**config.mk**
```make
export PLATFORM = sky130hd
export DESIGN_NAME = tic_ctrl
export DESIGN_NICKNAME = d
export VERILOG_FILES = /design/src/verilog/tic_ctrl.v
export VERILOG_INCLUDE_DIRS = /design/src /design/src/verilog
export SDC_FILE = /design/constraint.sdc
export NUM_CORES = 1
export LEC_CHECK = 0
export BUFFER_PORTS_ARGS = -buffer_cell sky130_fd_sc_hd__clkbuf_2
export CAP_MARGIN = 20
export CORE_ASPECT_RATIO = 1.1
export CORE_UTILIZATION = 30
export CTS_CLUSTER_DIAMETER = 120
export DETAILED_ROUTE_END_ITERATION = 12
export SYNTH_ARGS = -nofsm -noshare
export SYNTH_HDL_FRONTEND = slang
export SYNTH_SLANG_ARGS = --single-unit
```
**constraint.sdc**
```tcl
create_clock -name clk_sys -period 5.3 [get_ports clk_sys]
set_clock_uncertainty 0.15 [all_clocks]
set_input_delay 0 -clock clk_sys [delete_from_list [all_inputs] [get_ports clk_sys]]
set_output_delay 0 -clock clk_sys [all_outputs]
set_load 0.02 [all_outputs]
```
**src/verilog/tic_defines.vh**
```
// Constants for the cycle, interrupt and timer control block
`ifndef TIC_DEFINES_VH
`define TIC_DEFINES_VH
`define TIC_OSC_DIV 2'h3
`define TIC_STATES_PER_MC 3'h5
`define TIC_PRESCALE_LAST 5'h1f
`define TIC_EVT_GAP 2'h2
`define TIC_EXT_VECTOR 12'h003
`define TIC_TMR_VECTOR 12'h007
`define TIC_PC_RST 12'h000
`define TIC_STATUS_RST 8'h08
`define TIC_STATUS_SP_LSB 0
`define TIC_STATUS_SP_MSB 2
`define TIC_STATUS_BANK_BIT 4
`define TIC_STATUS_F0_BIT 5
`define TIC_STROBE_CLKS 4'h9
`endif

```
**src/verilog/tic_ctrl.v**
```verilog
// Cycle timing, single-level interrupt, timer/event counter and strobed bus control
//
// Functional notes
// RULE_01: Bus output latched; input unlatched; eight lines together.
// RULE_02: Static input strobes read; static output strobes write.
// RULE_03: External write: data valid through write strobe rise.
// RULE_04: Responder holds read data until read strobe rises.
// RULE_05: Bus floats when no transfer is running.
// RULE_06: Branches test both test pins and interrupt pin.
// RULE_07: Low interrupt pin requests; sampled at address strobe.
// RULE_08: External accept: vector 3, push PC and status.
// RULE_09: One level; accept again at return's second cycle.
// RULE_10: Return restores, then rechecks requests for vectoring.
// RULE_11: External request wins over simultaneous timer request.
// RULE_12: Eight-bit up counter, loaded and read by software.
// RULE_13: Reset stops counter but keeps its value.
// RULE_14: Wrap from maximum sets overflow and timer request.
// RULE_15: Branch-on-overflow tests and clears the overflow flag.
// RULE_16: Timer accept branches to program address 7.
// RULE_17: Timer request waits during service; disable blocks it.
// RULE_18: Event mode counts pin pulses, one per three cycles.
// RULE_19: Timer mode counts address strobes divided by 32.
// RULE_20: State clock is oscillator over three, optional pin output.
// RULE_21: Five states per machine cycle, one address strobe.
// RULE_22: Reset clears PC, pointer, banks, enables, flags, bus.
`timescale 1ns/1ns
`include "tic_defines.vh"
module tic_ctrl (
  input wire clk_sys,
  input wire reset_n,
  input wire int_n_pin,
  input wire first_test_pin_in,
  input wire count_input_pin,
  input wire [7:0] bus_in,
  input wire [7:0] acc_in,
  input wire op_counter_load,
  input wire op_counter_read,
  input wire op_branch_on_overflow,
  input wire op_select_event_counting,
  input wire op_select_timer_counting,
  input wire op_stop_counter,
  input wire op_ext_irq_enable,
  input wire op_ext_irq_disable,
  input wire op_timer_irq_enable,
  input wire op_timer_irq_disable,
  input wire op_state_clock_pin_enable,
  input wire op_return_restore,
  input wire [15:0] restore_word,
  input wire op_pc_load,
  input wire [11:0] pc_load_value,
  input wire op_status_write,
  input wire [7:0] status_wr_data,
  input wire op_user_flag_one_write,
  input wire user_flag_one_value,
  input wire op_mem_bank_write,
  input wire mem_bank_value,
  input wire op_bus_static_output,
  input wire op_bus_static_input,
  input wire op_external_data_write,
  input wire op_external_data_read,
  output reg [7:0] bus_out_ff,
  output reg bus_oe_ff,
  output reg rd_n_ff,
  output reg wr_n_ff,
  output reg [7:0] bus_rd_data_ff,
  output reg bus_rd_valid_ff,
  output reg bus_busy_ff,
  output reg first_test_pin_out_ff,
  output reg first_test_pin_oe_ff,
  output reg state_clk_ff,
  output reg ale_ff,
  output reg test0_level_ff,
  output reg test1_level_ff,
  output reg int_level_ff,
  output reg overflow_taken_ff,
  output reg [7:0] counter_rd_data_ff,
  output reg [11:0] pc_ff,
  output reg [7:0] status_ff,
  output reg user_flag_one_ff,
  output reg mem_bank_ff,
  output reg stack_push_ff,
  output reg [15:0] stack_push_data_ff,
  output reg irq_vector_ff,
  output reg in_service_ff
);

  localparam MODE_STOP = 3'b001, MODE_TIMER = 3'b010, MODE_EVENT = 3'b100;
  localparam BUS_IDLE = 3'b001, BUS_STROBE = 3'b010, BUS_HOLD = 3'b100;

  // Stack pointer step, up on push and down on return
  function [2:0] sp_step;
    input [2:0] sp;
    input up;
    sp_step = up ? sp + 3'h1 : sp - 3'h1;
  endfunction

  reg [2:0] pin_s1_ff, pin_s2_ff, state_cnt_ff, mode_ff, bus_st_ff;
  reg [7:0] bus_s1_ff, bus_s2_ff, count_ff;
  reg [1:0] div3_ff, gap_ff;
  reg [4:0] presc_ff;
  reg [3:0] strobe_cnt_ff;
  reg ext_en_ff, tmr_en_ff, ret_pending_ff, ovf_ff, tmr_req_ff, t1_prev_ff, tclk_en_ff, bus_is_read_ff;

  wire state_tick = (div3_ff == `TIC_OSC_DIV - 2'h1);
  wire ale_tick = state_tick && (state_cnt_ff == `TIC_STATES_PER_MC - 3'h1);
  wire int_req = ~pin_s2_ff[0]; // [RULE_07]
  wire t1_now = pin_s2_ff[2];
  wire service_free = ~in_service_ff | ret_pending_ff;
  wire take_ext = ale_tick && service_free && ext_en_ff && int_req; // [RULE_07]
  wire take_tmr = ale_tick && service_free && tmr_en_ff && tmr_req_ff && ~take_ext;
  wire take_any = take_ext | take_tmr;
  wire presc_tick = ale_tick && (mode_ff == MODE_TIMER) && (presc_ff == `TIC_PRESCALE_LAST);
  wire evt_tick = ale_tick && (mode_ff == MODE_EVENT) && t1_prev_ff && ~t1_now && (gap_ff == 2'h0);
  wire count_inc = (presc_tick | evt_tick) && ~op_counter_load;
  wire count_wrap = count_inc && (count_ff == 8'hff);
  wire bus_start = (bus_st_ff == BUS_IDLE) &&
    (op_bus_static_output | op_bus_static_input | op_external_data_write | op_external_data_read);
  wire bus_read_op = op_bus_static_input | op_external_data_read;

  // Pin synchronisers
  always @(posedge clk_sys) begin
    pin_s1_ff <= {count_input_pin, first_test_pin_in, int_n_pin};
    pin_s2_ff <= pin_s1_ff;
    bus_s1_ff <= bus_in;
    bus_s2_ff <= bus_s1_ff;
  end

  // Counter value survives reset
  always @(posedge clk_sys) begin
    if (op_counter_load) begin
      count_ff <= acc_in; // [RULE_12]
    end else if (count_inc) begin
      count_ff <= count_ff + 8'h01; // [RULE_14]
    end
  end

  always @(posedge clk_sys) begin
    if (!reset_n) begin
      div3_ff <= 2'h0;
      state_cnt_ff <= 3'h0;
      state_clk_ff <= 1'b0;
      ale_ff <= 1'b0;
      tclk_en_ff <= 1'b0;
      first_test_pin_out_ff <= 1'b0;
      first_test_pin_oe_ff <= 1'b0;
      test0_level_ff <= 1'b0;
      test1_level_ff <= 1'b0;
      int_level_ff <= 1'b1;
    end else begin
      if (state_tick) begin
        div3_ff <= 2'h0; // [RULE_20]
        state_cnt_ff <= (state_cnt_ff == `TIC_STATES_PER_MC - 3'h1) ? 3'h0 : state_cnt_ff + 3'h1; // [RULE_21]
      end else begin
        div3_ff <= div3_ff + 2'h1;
      end
      state_clk_ff <= state_tick;
      ale_ff <= ale_tick; // [RULE_21]
      tclk_en_ff <= tclk_en_ff | op_state_clock_pin_enable; // [RULE_20]
      first_test_pin_out_ff <= tclk_en_ff & state_tick; // [RULE_20]
      first_test_pin_oe_ff <= tclk_en_ff;
      test0_level_ff <= pin_s2_ff[1]; // [RULE_06]
      test1_level_ff <= pin_s2_ff[2]; // [RULE_06]
      int_level_ff <= pin_s2_ff[0]; // [RULE_06]
    end
  end

  // Counter mode, prescaler, event detection, overflow
  always @(posedge clk_sys) begin
    if (!reset_n) begin
      mode_ff <= MODE_STOP; // [RULE_13]
      presc_ff <= 5'h00;
      t1_prev_ff <= 1'b0;
      gap_ff <= 2'h0;
      ovf_ff <= 1'b0; // [RULE_22]
      tmr_req_ff <= 1'b0;
      overflow_taken_ff <= 1'b0;
      counter_rd_data_ff <= 8'h00;
    end else begin
      if (op_stop_counter) begin
        mode_ff <= MODE_STOP;
      end else if (op_select_timer_counting) begin
        mode_ff <= MODE_TIMER; // [RULE_19]
        presc_ff <= 5'h00;
      end else if (op_select_event_counting) begin
        mode_ff <= MODE_EVENT; // [RULE_18]
      end
      if (ale_tick && !op_select_timer_counting) begin
        presc_ff <= presc_ff + 5'h01; // [RULE_19]
      end
      if (ale_tick) begin
        t1_prev_ff <= t1_now;
        if (evt_tick) begin
          gap_ff <= `TIC_EVT_GAP; // [RULE_18]
        end else if (gap_ff != 2'h0) begin
          gap_ff <= gap_ff - 2'h1;
        end
      end
      overflow_taken_ff <= op_branch_on_overflow ? ovf_ff : overflow_taken_ff; // [RULE_15]
      if (count_wrap) begin
        ovf_ff <= 1'b1; // [RULE_14]
      end else if (op_branch_on_overflow) begin
        ovf_ff <= 1'b0; // [RULE_15]
      end
      if (count_wrap) begin
        tmr_req_ff <= 1'b1; // [RULE_14]
      end else if (take_tmr) begin
        tmr_req_ff <= 1'b0; // [RULE_17]
      end
      counter_rd_data_ff <= op_counter_read ? count_ff : counter_rd_data_ff; // [RULE_12]
    end
  end

  // Interrupt acceptance, program counter and status word
  always @(posedge clk_sys) begin
    if (!reset_n) begin
      ext_en_ff <= 1'b0; // [RULE_22]
      tmr_en_ff <= 1'b0;
      in_service_ff <= 1'b0;
      ret_pending_ff <= 1'b0;
      pc_ff <= `TIC_PC_RST;
      status_ff <= `TIC_STATUS_RST;
      user_flag_one_ff <= 1'b0;
      mem_bank_ff <= 1'b0;
      stack_push_ff <= 1'b0;
      stack_push_data_ff <= 16'h0000;
      irq_vector_ff <= 1'b0;
    end else begin
      if (op_ext_irq_enable) begin
        ext_en_ff <= 1'b1;
      end else if (op_ext_irq_disable) begin
        ext_en_ff <= 1'b0;
      end
      if (op_timer_irq_enable) begin
        tmr_en_ff <= 1'b1;
      end else if (op_timer_irq_disable) begin
        tmr_en_ff <= 1'b0; // [RULE_17]
      end
      user_flag_one_ff <= op_user_flag_one_write ? user_flag_one_value : user_flag_one_ff;
      mem_bank_ff <= op_mem_bank_write ? mem_bank_value : mem_bank_ff;
      stack_push_ff <= take_any;
      irq_vector_ff <= take_any;
      if (take_any) begin
        stack_push_data_ff <= {status_ff[7:4], pc_ff}; // [RULE_08]
        status_ff[`TIC_STATUS_SP_MSB:`TIC_STATUS_SP_LSB] <=
          sp_step(status_ff[`TIC_STATUS_SP_MSB:`TIC_STATUS_SP_LSB], 1'b1);
        in_service_ff <= 1'b1; // [RULE_09]
        ret_pending_ff <= 1'b0;
        if (take_ext) begin
          pc_ff <= `TIC_EXT_VECTOR; // [RULE_08] [RULE_11]
        end else begin
          pc_ff <= `TIC_TMR_VECTOR; // [RULE_16] [RULE_17]
        end
      end else if (op_return_restore) begin
        pc_ff <= restore_word[11:0]; // [RULE_10]
        status_ff[7:4] <= restore_word[15:12];
        status_ff[`TIC_STATUS_SP_MSB:`TIC_STATUS_SP_LSB] <=
          sp_step(status_ff[`TIC_STATUS_SP_MSB:`TIC_STATUS_SP_LSB], 1'b0);
        ret_pending_ff <= 1'b1;
      end else begin
        if (ret_pending_ff && ale_tick) begin
          in_service_ff <= 1'b0; // [RULE_09] [RULE_10]
          ret_pending_ff <= 1'b0;
        end
        if (op_pc_load) begin
          pc_ff <= pc_load_value;
        end
        if (op_status_write) begin
          status_ff <= status_wr_data | `TIC_STATUS_RST;
        end
      end
    end
  end

  // Strobed data bus
  always @(posedge clk_sys) begin
    if (!reset_n) begin
      bus_st_ff <= BUS_IDLE;
      bus_out_ff <= 8'h00;
      bus_oe_ff <= 1'b0; // [RULE_05]
      rd_n_ff <= 1'b1;
      wr_n_ff <= 1'b1;
      bus_is_read_ff <= 1'b0;
      strobe_cnt_ff <= 4'h0;
      bus_rd_data_ff <= 8'h00;
      bus_rd_valid_ff <= 1'b0;
      bus_busy_ff <= 1'b0;
    end else begin
      bus_rd_valid_ff <= 1'b0;
      case (bus_st_ff)
        BUS_IDLE: begin
          bus_busy_ff <= bus_start;
          if (bus_start) begin
            bus_st_ff <= BUS_STROBE;
            strobe_cnt_ff <= `TIC_STROBE_CLKS;
            bus_is_read_ff <= bus_read_op;
            if (bus_read_op) begin
              rd_n_ff <= 1'b0; // [RULE_02]
            end else begin
              bus_out_ff <= acc_in; // [RULE_01]
              bus_oe_ff <= 1'b1; // [RULE_01]
              wr_n_ff <= 1'b0; // [RULE_02] [RULE_03]
            end
          end
        end
        BUS_STROBE: begin
          if (strobe_cnt_ff == 4'h1) begin
            bus_st_ff <= BUS_HOLD;
            rd_n_ff <= 1'b1;
            wr_n_ff <= 1'b1;
            if (bus_is_read_ff) begin
              bus_rd_data_ff <= bus_s2_ff; // [RULE_04]
              bus_rd_valid_ff <= 1'b1;
            end
          end
          strobe_cnt_ff <= strobe_cnt_ff - 4'h1;
        end
        BUS_HOLD: begin
          bus_oe_ff <= 1'b0; // [RULE_03] [RULE_05]
          bus_busy_ff <= 1'b0;
          bus_st_ff <= BUS_IDLE;
        end
        default: begin
          bus_st_ff <= BUS_IDLE;
          bus_oe_ff <= 1'b0;
          rd_n_ff <= 1'b1;
          wr_n_ff <= 1'b1;
        end
      endcase
    end
  end

endmodule

```
==> impl_metrics.ini <==
[outcome]
outcome = finished, violations left
violations = DRC

[grt]
grtUsageTotal_pct = 15.0
grt_antenna_before_repair = 1
grt_pass1_vias = 4366
grt_max_degree = 42
gr-total-overflow = 0
grt_first_pass_wirelength_um = 21200

[cts]
cts_sinks = 136
cts.path.max_buffers = 2
cts_root_buffer = clkbuf_16
cts_tree = built
cts_htree_levels = 4
cts_inserted_buffers = 17
ctsResizeCount = 0
path_clk_slew_ns = 0.06
clkLatencyLatePin_ns = 0.41

[power]
switching_share_pct = 25.2
intPower_uw = 1960
power_switching_uw = 658
peakVddDrop_uv = 225
p_per_area_nw_per_um2 = 343
power_frac_clock_pct = 44.5
p_leak_uw = 0.00341
pwr-share-comb_pct = 12.3
seqPwrFrac_pct = 43.2

[place]
portBuffers = 154
gp_congestion = 0.727
dp_hpwl_um = 8700
post_dp_cell_area_um2 = 6130
dp_slack_ns = 2.81

[yosys]
syn_inst = 533
synth_compound_area_share_pct = 14.2
ys.flop_type = dfxtp_1
synth_xor_area_share_pct = 1.68
muxShareOfSynthArea_pct = 6.37
ys_ff_latch = 136
yosysWarnings = 0
ys_async_sr_fraction_pct = 0
yosys.area_share.simple_pct = 16.7
synth_fa_ha_area_share_pct = 2.64
synth_cell_type_count = 57
synth.avg_cell_area_um2 = 9.77
synth_top_family_by_area = simple AND/OR/NAND/NOR gates
seq_area_frac_synth_pct = 53.8
synth_area_um2 = 5210
syn-num-nets = 623
synth_edf_count = 8

[critical_path]
r2r_slack_ns = 2.10
cpPeakStageDelay_ns = 0.59
crit_buf_inv = 4
worstSetupEndpointType = register
reg2reg_depth = 9
path_cells = inv_1, ha_1, nand3_2, a211oi_4, buf_4, a2111oi_0, dlygate4sd3_1, nor3_1, dlygate4sd3_1
cp.required_ns = 5.50
worstSetupPathType = reg2reg
r2r_end = status_ff[0]
crit_path_frequent_cell = dlygate4sd3_1
startpoint_type = register
cpMaxStageDelayCell = dlygate4sd3_1
critPathArrivalTime_ns = 3.40
r2r-start = div3_ff[0]
crit_cells = 9
cp_max_fo = 26
cp_top_family = buffers and inverters

[timing]
tightest_slew_ns = 0.932
setup_slack_ns = 2.10
hold_viol_final = 0
slew_viol_final = 0
slew_headroom_pct = 37.9
rsz0062_at_grt = false
max_freq_mhz = 312
min_period_over_period_pct = 60.5
fin_crit_ns = 3.20
setup_viol = 0
final.setup.tns_ns = 0

[hold_path]
hold_path_depth = 4
worst_hold_path.endpoint = status_ff[2]
holdCritStartpoint = op_status_write
hold_path.class = in2reg

[layout]
syn2layout_area_growth_pct = 46.2
drive_gt1_share_pct = 25.6
stdcell_area_um2 = 7610
nets = 858
multiInputGateArea_um2 = 2170
n_fill_cell = 1651
seq_area_um2 = 2800
fin_util_pct = 44.7

[floorplanning]
die_x_um = 128
rows = 50
core_um2 = 17000
die-area_um2 = 17900
io_pins = 157
start_util_pct = 30.6
die_h_um = 140

[drt]
drt_iter0_markers = 176
totalWireLength_um = 13500
drc = 1
via_per_inst = 4.52
vias = 4593
drt_first_pass_iters = 8
drtAntennaViolNets = 0
detail_route.wl_per_cell_um = 13.2

[run]
max-cap-violations = 0
[cell usage after synthesis (4+ instances only)]
| master | count | area share [%] |
|---|---|---|
| dfxtp_1 | 128 | 49 |
| nor2_1 | 71 | 5.1 |
| nand2_1 | 55 | 4.0 |
| a21oi_1 | 38 | 3.7 |
| mux2i_1 | 32 | 6.2 |
| inv_1 | 20 | 1.4 |
| clkbuf_1 | 17 | 1.2 |
| o21ai_0 | 13 | 1.2 |
| ha_1 | 11 | 2.6 |
| nand3_1 | 11 | 1.1 |
| a2bb2oi_1 | 10 | 1.7 |
| nor3_1 | 9 | 0.87 |
| o211a_1 | 9 | 1.7 |
| edfxtp_1 | 8 | 4.6 |
| nand2b_1 | 8 | 0.96 |
| and3_1 | 7 | 0.84 |
| and2_1 | 6 | 0.72 |
| buf_2 | 6 | 0.58 |
| xor2_1 | 6 | 1.0 |
| a211oi_1 | 5 | 0.72 |
| buf_4 | 4 | 0.58 |
| nor3b_1 | 4 | 0.58 |
| xnor2_1 | 4 | 0.67 |
[flip-flops by register name (all words and copies together) (netlist names), 5 cells and up]
name / flops
bus_out_ff: 8
bus_rd_data_ff: 8
bus_s1_ff: 8
bus_s2_ff: 8
count_ff: 8
counter_rd_data_ff: 8
pc_ff: 12
presc_ff: 5
stack_push_data_ff: 16
status_ff: 7
[power groups by stage]
stage | Sequential, uW | Clock, uW | Combinational [uW]
2_1_floorplan | 1170 | 0 | 143
4_1_cts | 1130 | 1200 | 321
6_report | 1130 | 1160 | 322
3_5_place_dp | 1150 | 0 | 259
3_3_place_gp | 1150 | 0 | 258
5_1_grt | 1140 | 1240 | 353
[worst max path at each step]
stage / startpoint / to / slack (ns)
3_5_place_dp: div3_ff[0] / pc_ff[2] / 2.81
4_1_cts: div3_ff[0] / status_ff[0] / 2.11
5_1_grt: div3_ff[0] / status_ff[0] / 1.84
3_3_place_gp: div3_ff[0] / pc_ff[2] / 2.82
2_1_floorplan: presc_ff[0] / count_ff[0] / 2.98
6_report: div3_ff[0] / status_ff[0] / 2.10
[cells in the final DEF (no fill, tap or decap), types with 8 or more instances in the layout]
cell type | Yosys | routed
clkbuf_2 | 0 | 154
nand3_1 | 11 | 11
o211a_1 | 9 | 9
mux2i_1 | 32 | 32
nand2_1 | 55 | 55
o21ai_0 | 13 | 13
inv_1 | 20 | 19
clkbuf_16 | 0 | 18
dlygate4sd3_1 | 0 | 89
ha_1 | 11 | 11
nor3_1 | 9 | 9
edfxtp_1 | 8 | 8
dfxtp_1 | 128 | 128
nand2b_1 | 8 | 8
nor2_1 | 71 | 71
a2bb2oi_1 | 10 | 10
a21oi_1 | 38 | 38
[metrics by stage]
step / total power (uW) / hold WS (ns) / instances
final: 2610 / 0.0394 / 1016
after floorplan: 1320 / -0.122 / 533
after detailed placement: 1410 / -0.0461 / 894
after global placement: 1410 / -0.0472 / 894
after global routing: 2730 / 0.0260 / 1016
after CTS: 2650 / 0.0215 / 1015
[logic make-up (layout without fill, tap and decap cells)]
family	after synthesis	count (layout)
fa+ha+maj	11	11
flops	136	136
simple gates	186	186
compound gates	106	106
other cells	1	2
xor+xnor	10	10
mux	33	33
buf+inv	50	298
[what timing repair did]
| item | 4_1_cts | 5_1_grt |
|---|---|---|
| hold buffers | 89 | 0 |
| buffers inserted | 0 | 0 |
| endpoints found under the setup margin | 0 | 0 |
| endpoints found under the hold margin | 79 | 0 |
[worst min-delay path: stages]
cell and delay, ns:
clkbuf_2 0.18, nand3_1 0.11, a31oi_1 0.15, o31a_1 0.12
[cell type report]
| class | instances | share of cell area (%) |
|---|---|---|
| flip-flops and latches | 136 | 36.8 |
| multi-input cells | 347 | 28.4 |
| repair buffers | 246 | 22.1 |
| clock buffers | 21 | 6.33 |
| well taps | 234 | 3.85 |
| clock inverters | 11 | 1.43 |
| inverters | 20 | 0.986 |
| diodes | 1 | 0.0329 |
[per-layer routing]
metal / share of wire (%) / wire, um / global-route usage (%) / vias to the layer above
met1: 45 / 6030 / 17.9 / 2130
met4: 0.68 / 92 / 4.46 / 2
met5: 0.045 / 6 / 0 / -
li1: - / - / - / 2317
met2: 48 / 6530 / 25.6 / 136
met3: 6.0 / 806 / 4.93 / 8
(Power assumes the default switching activity.)
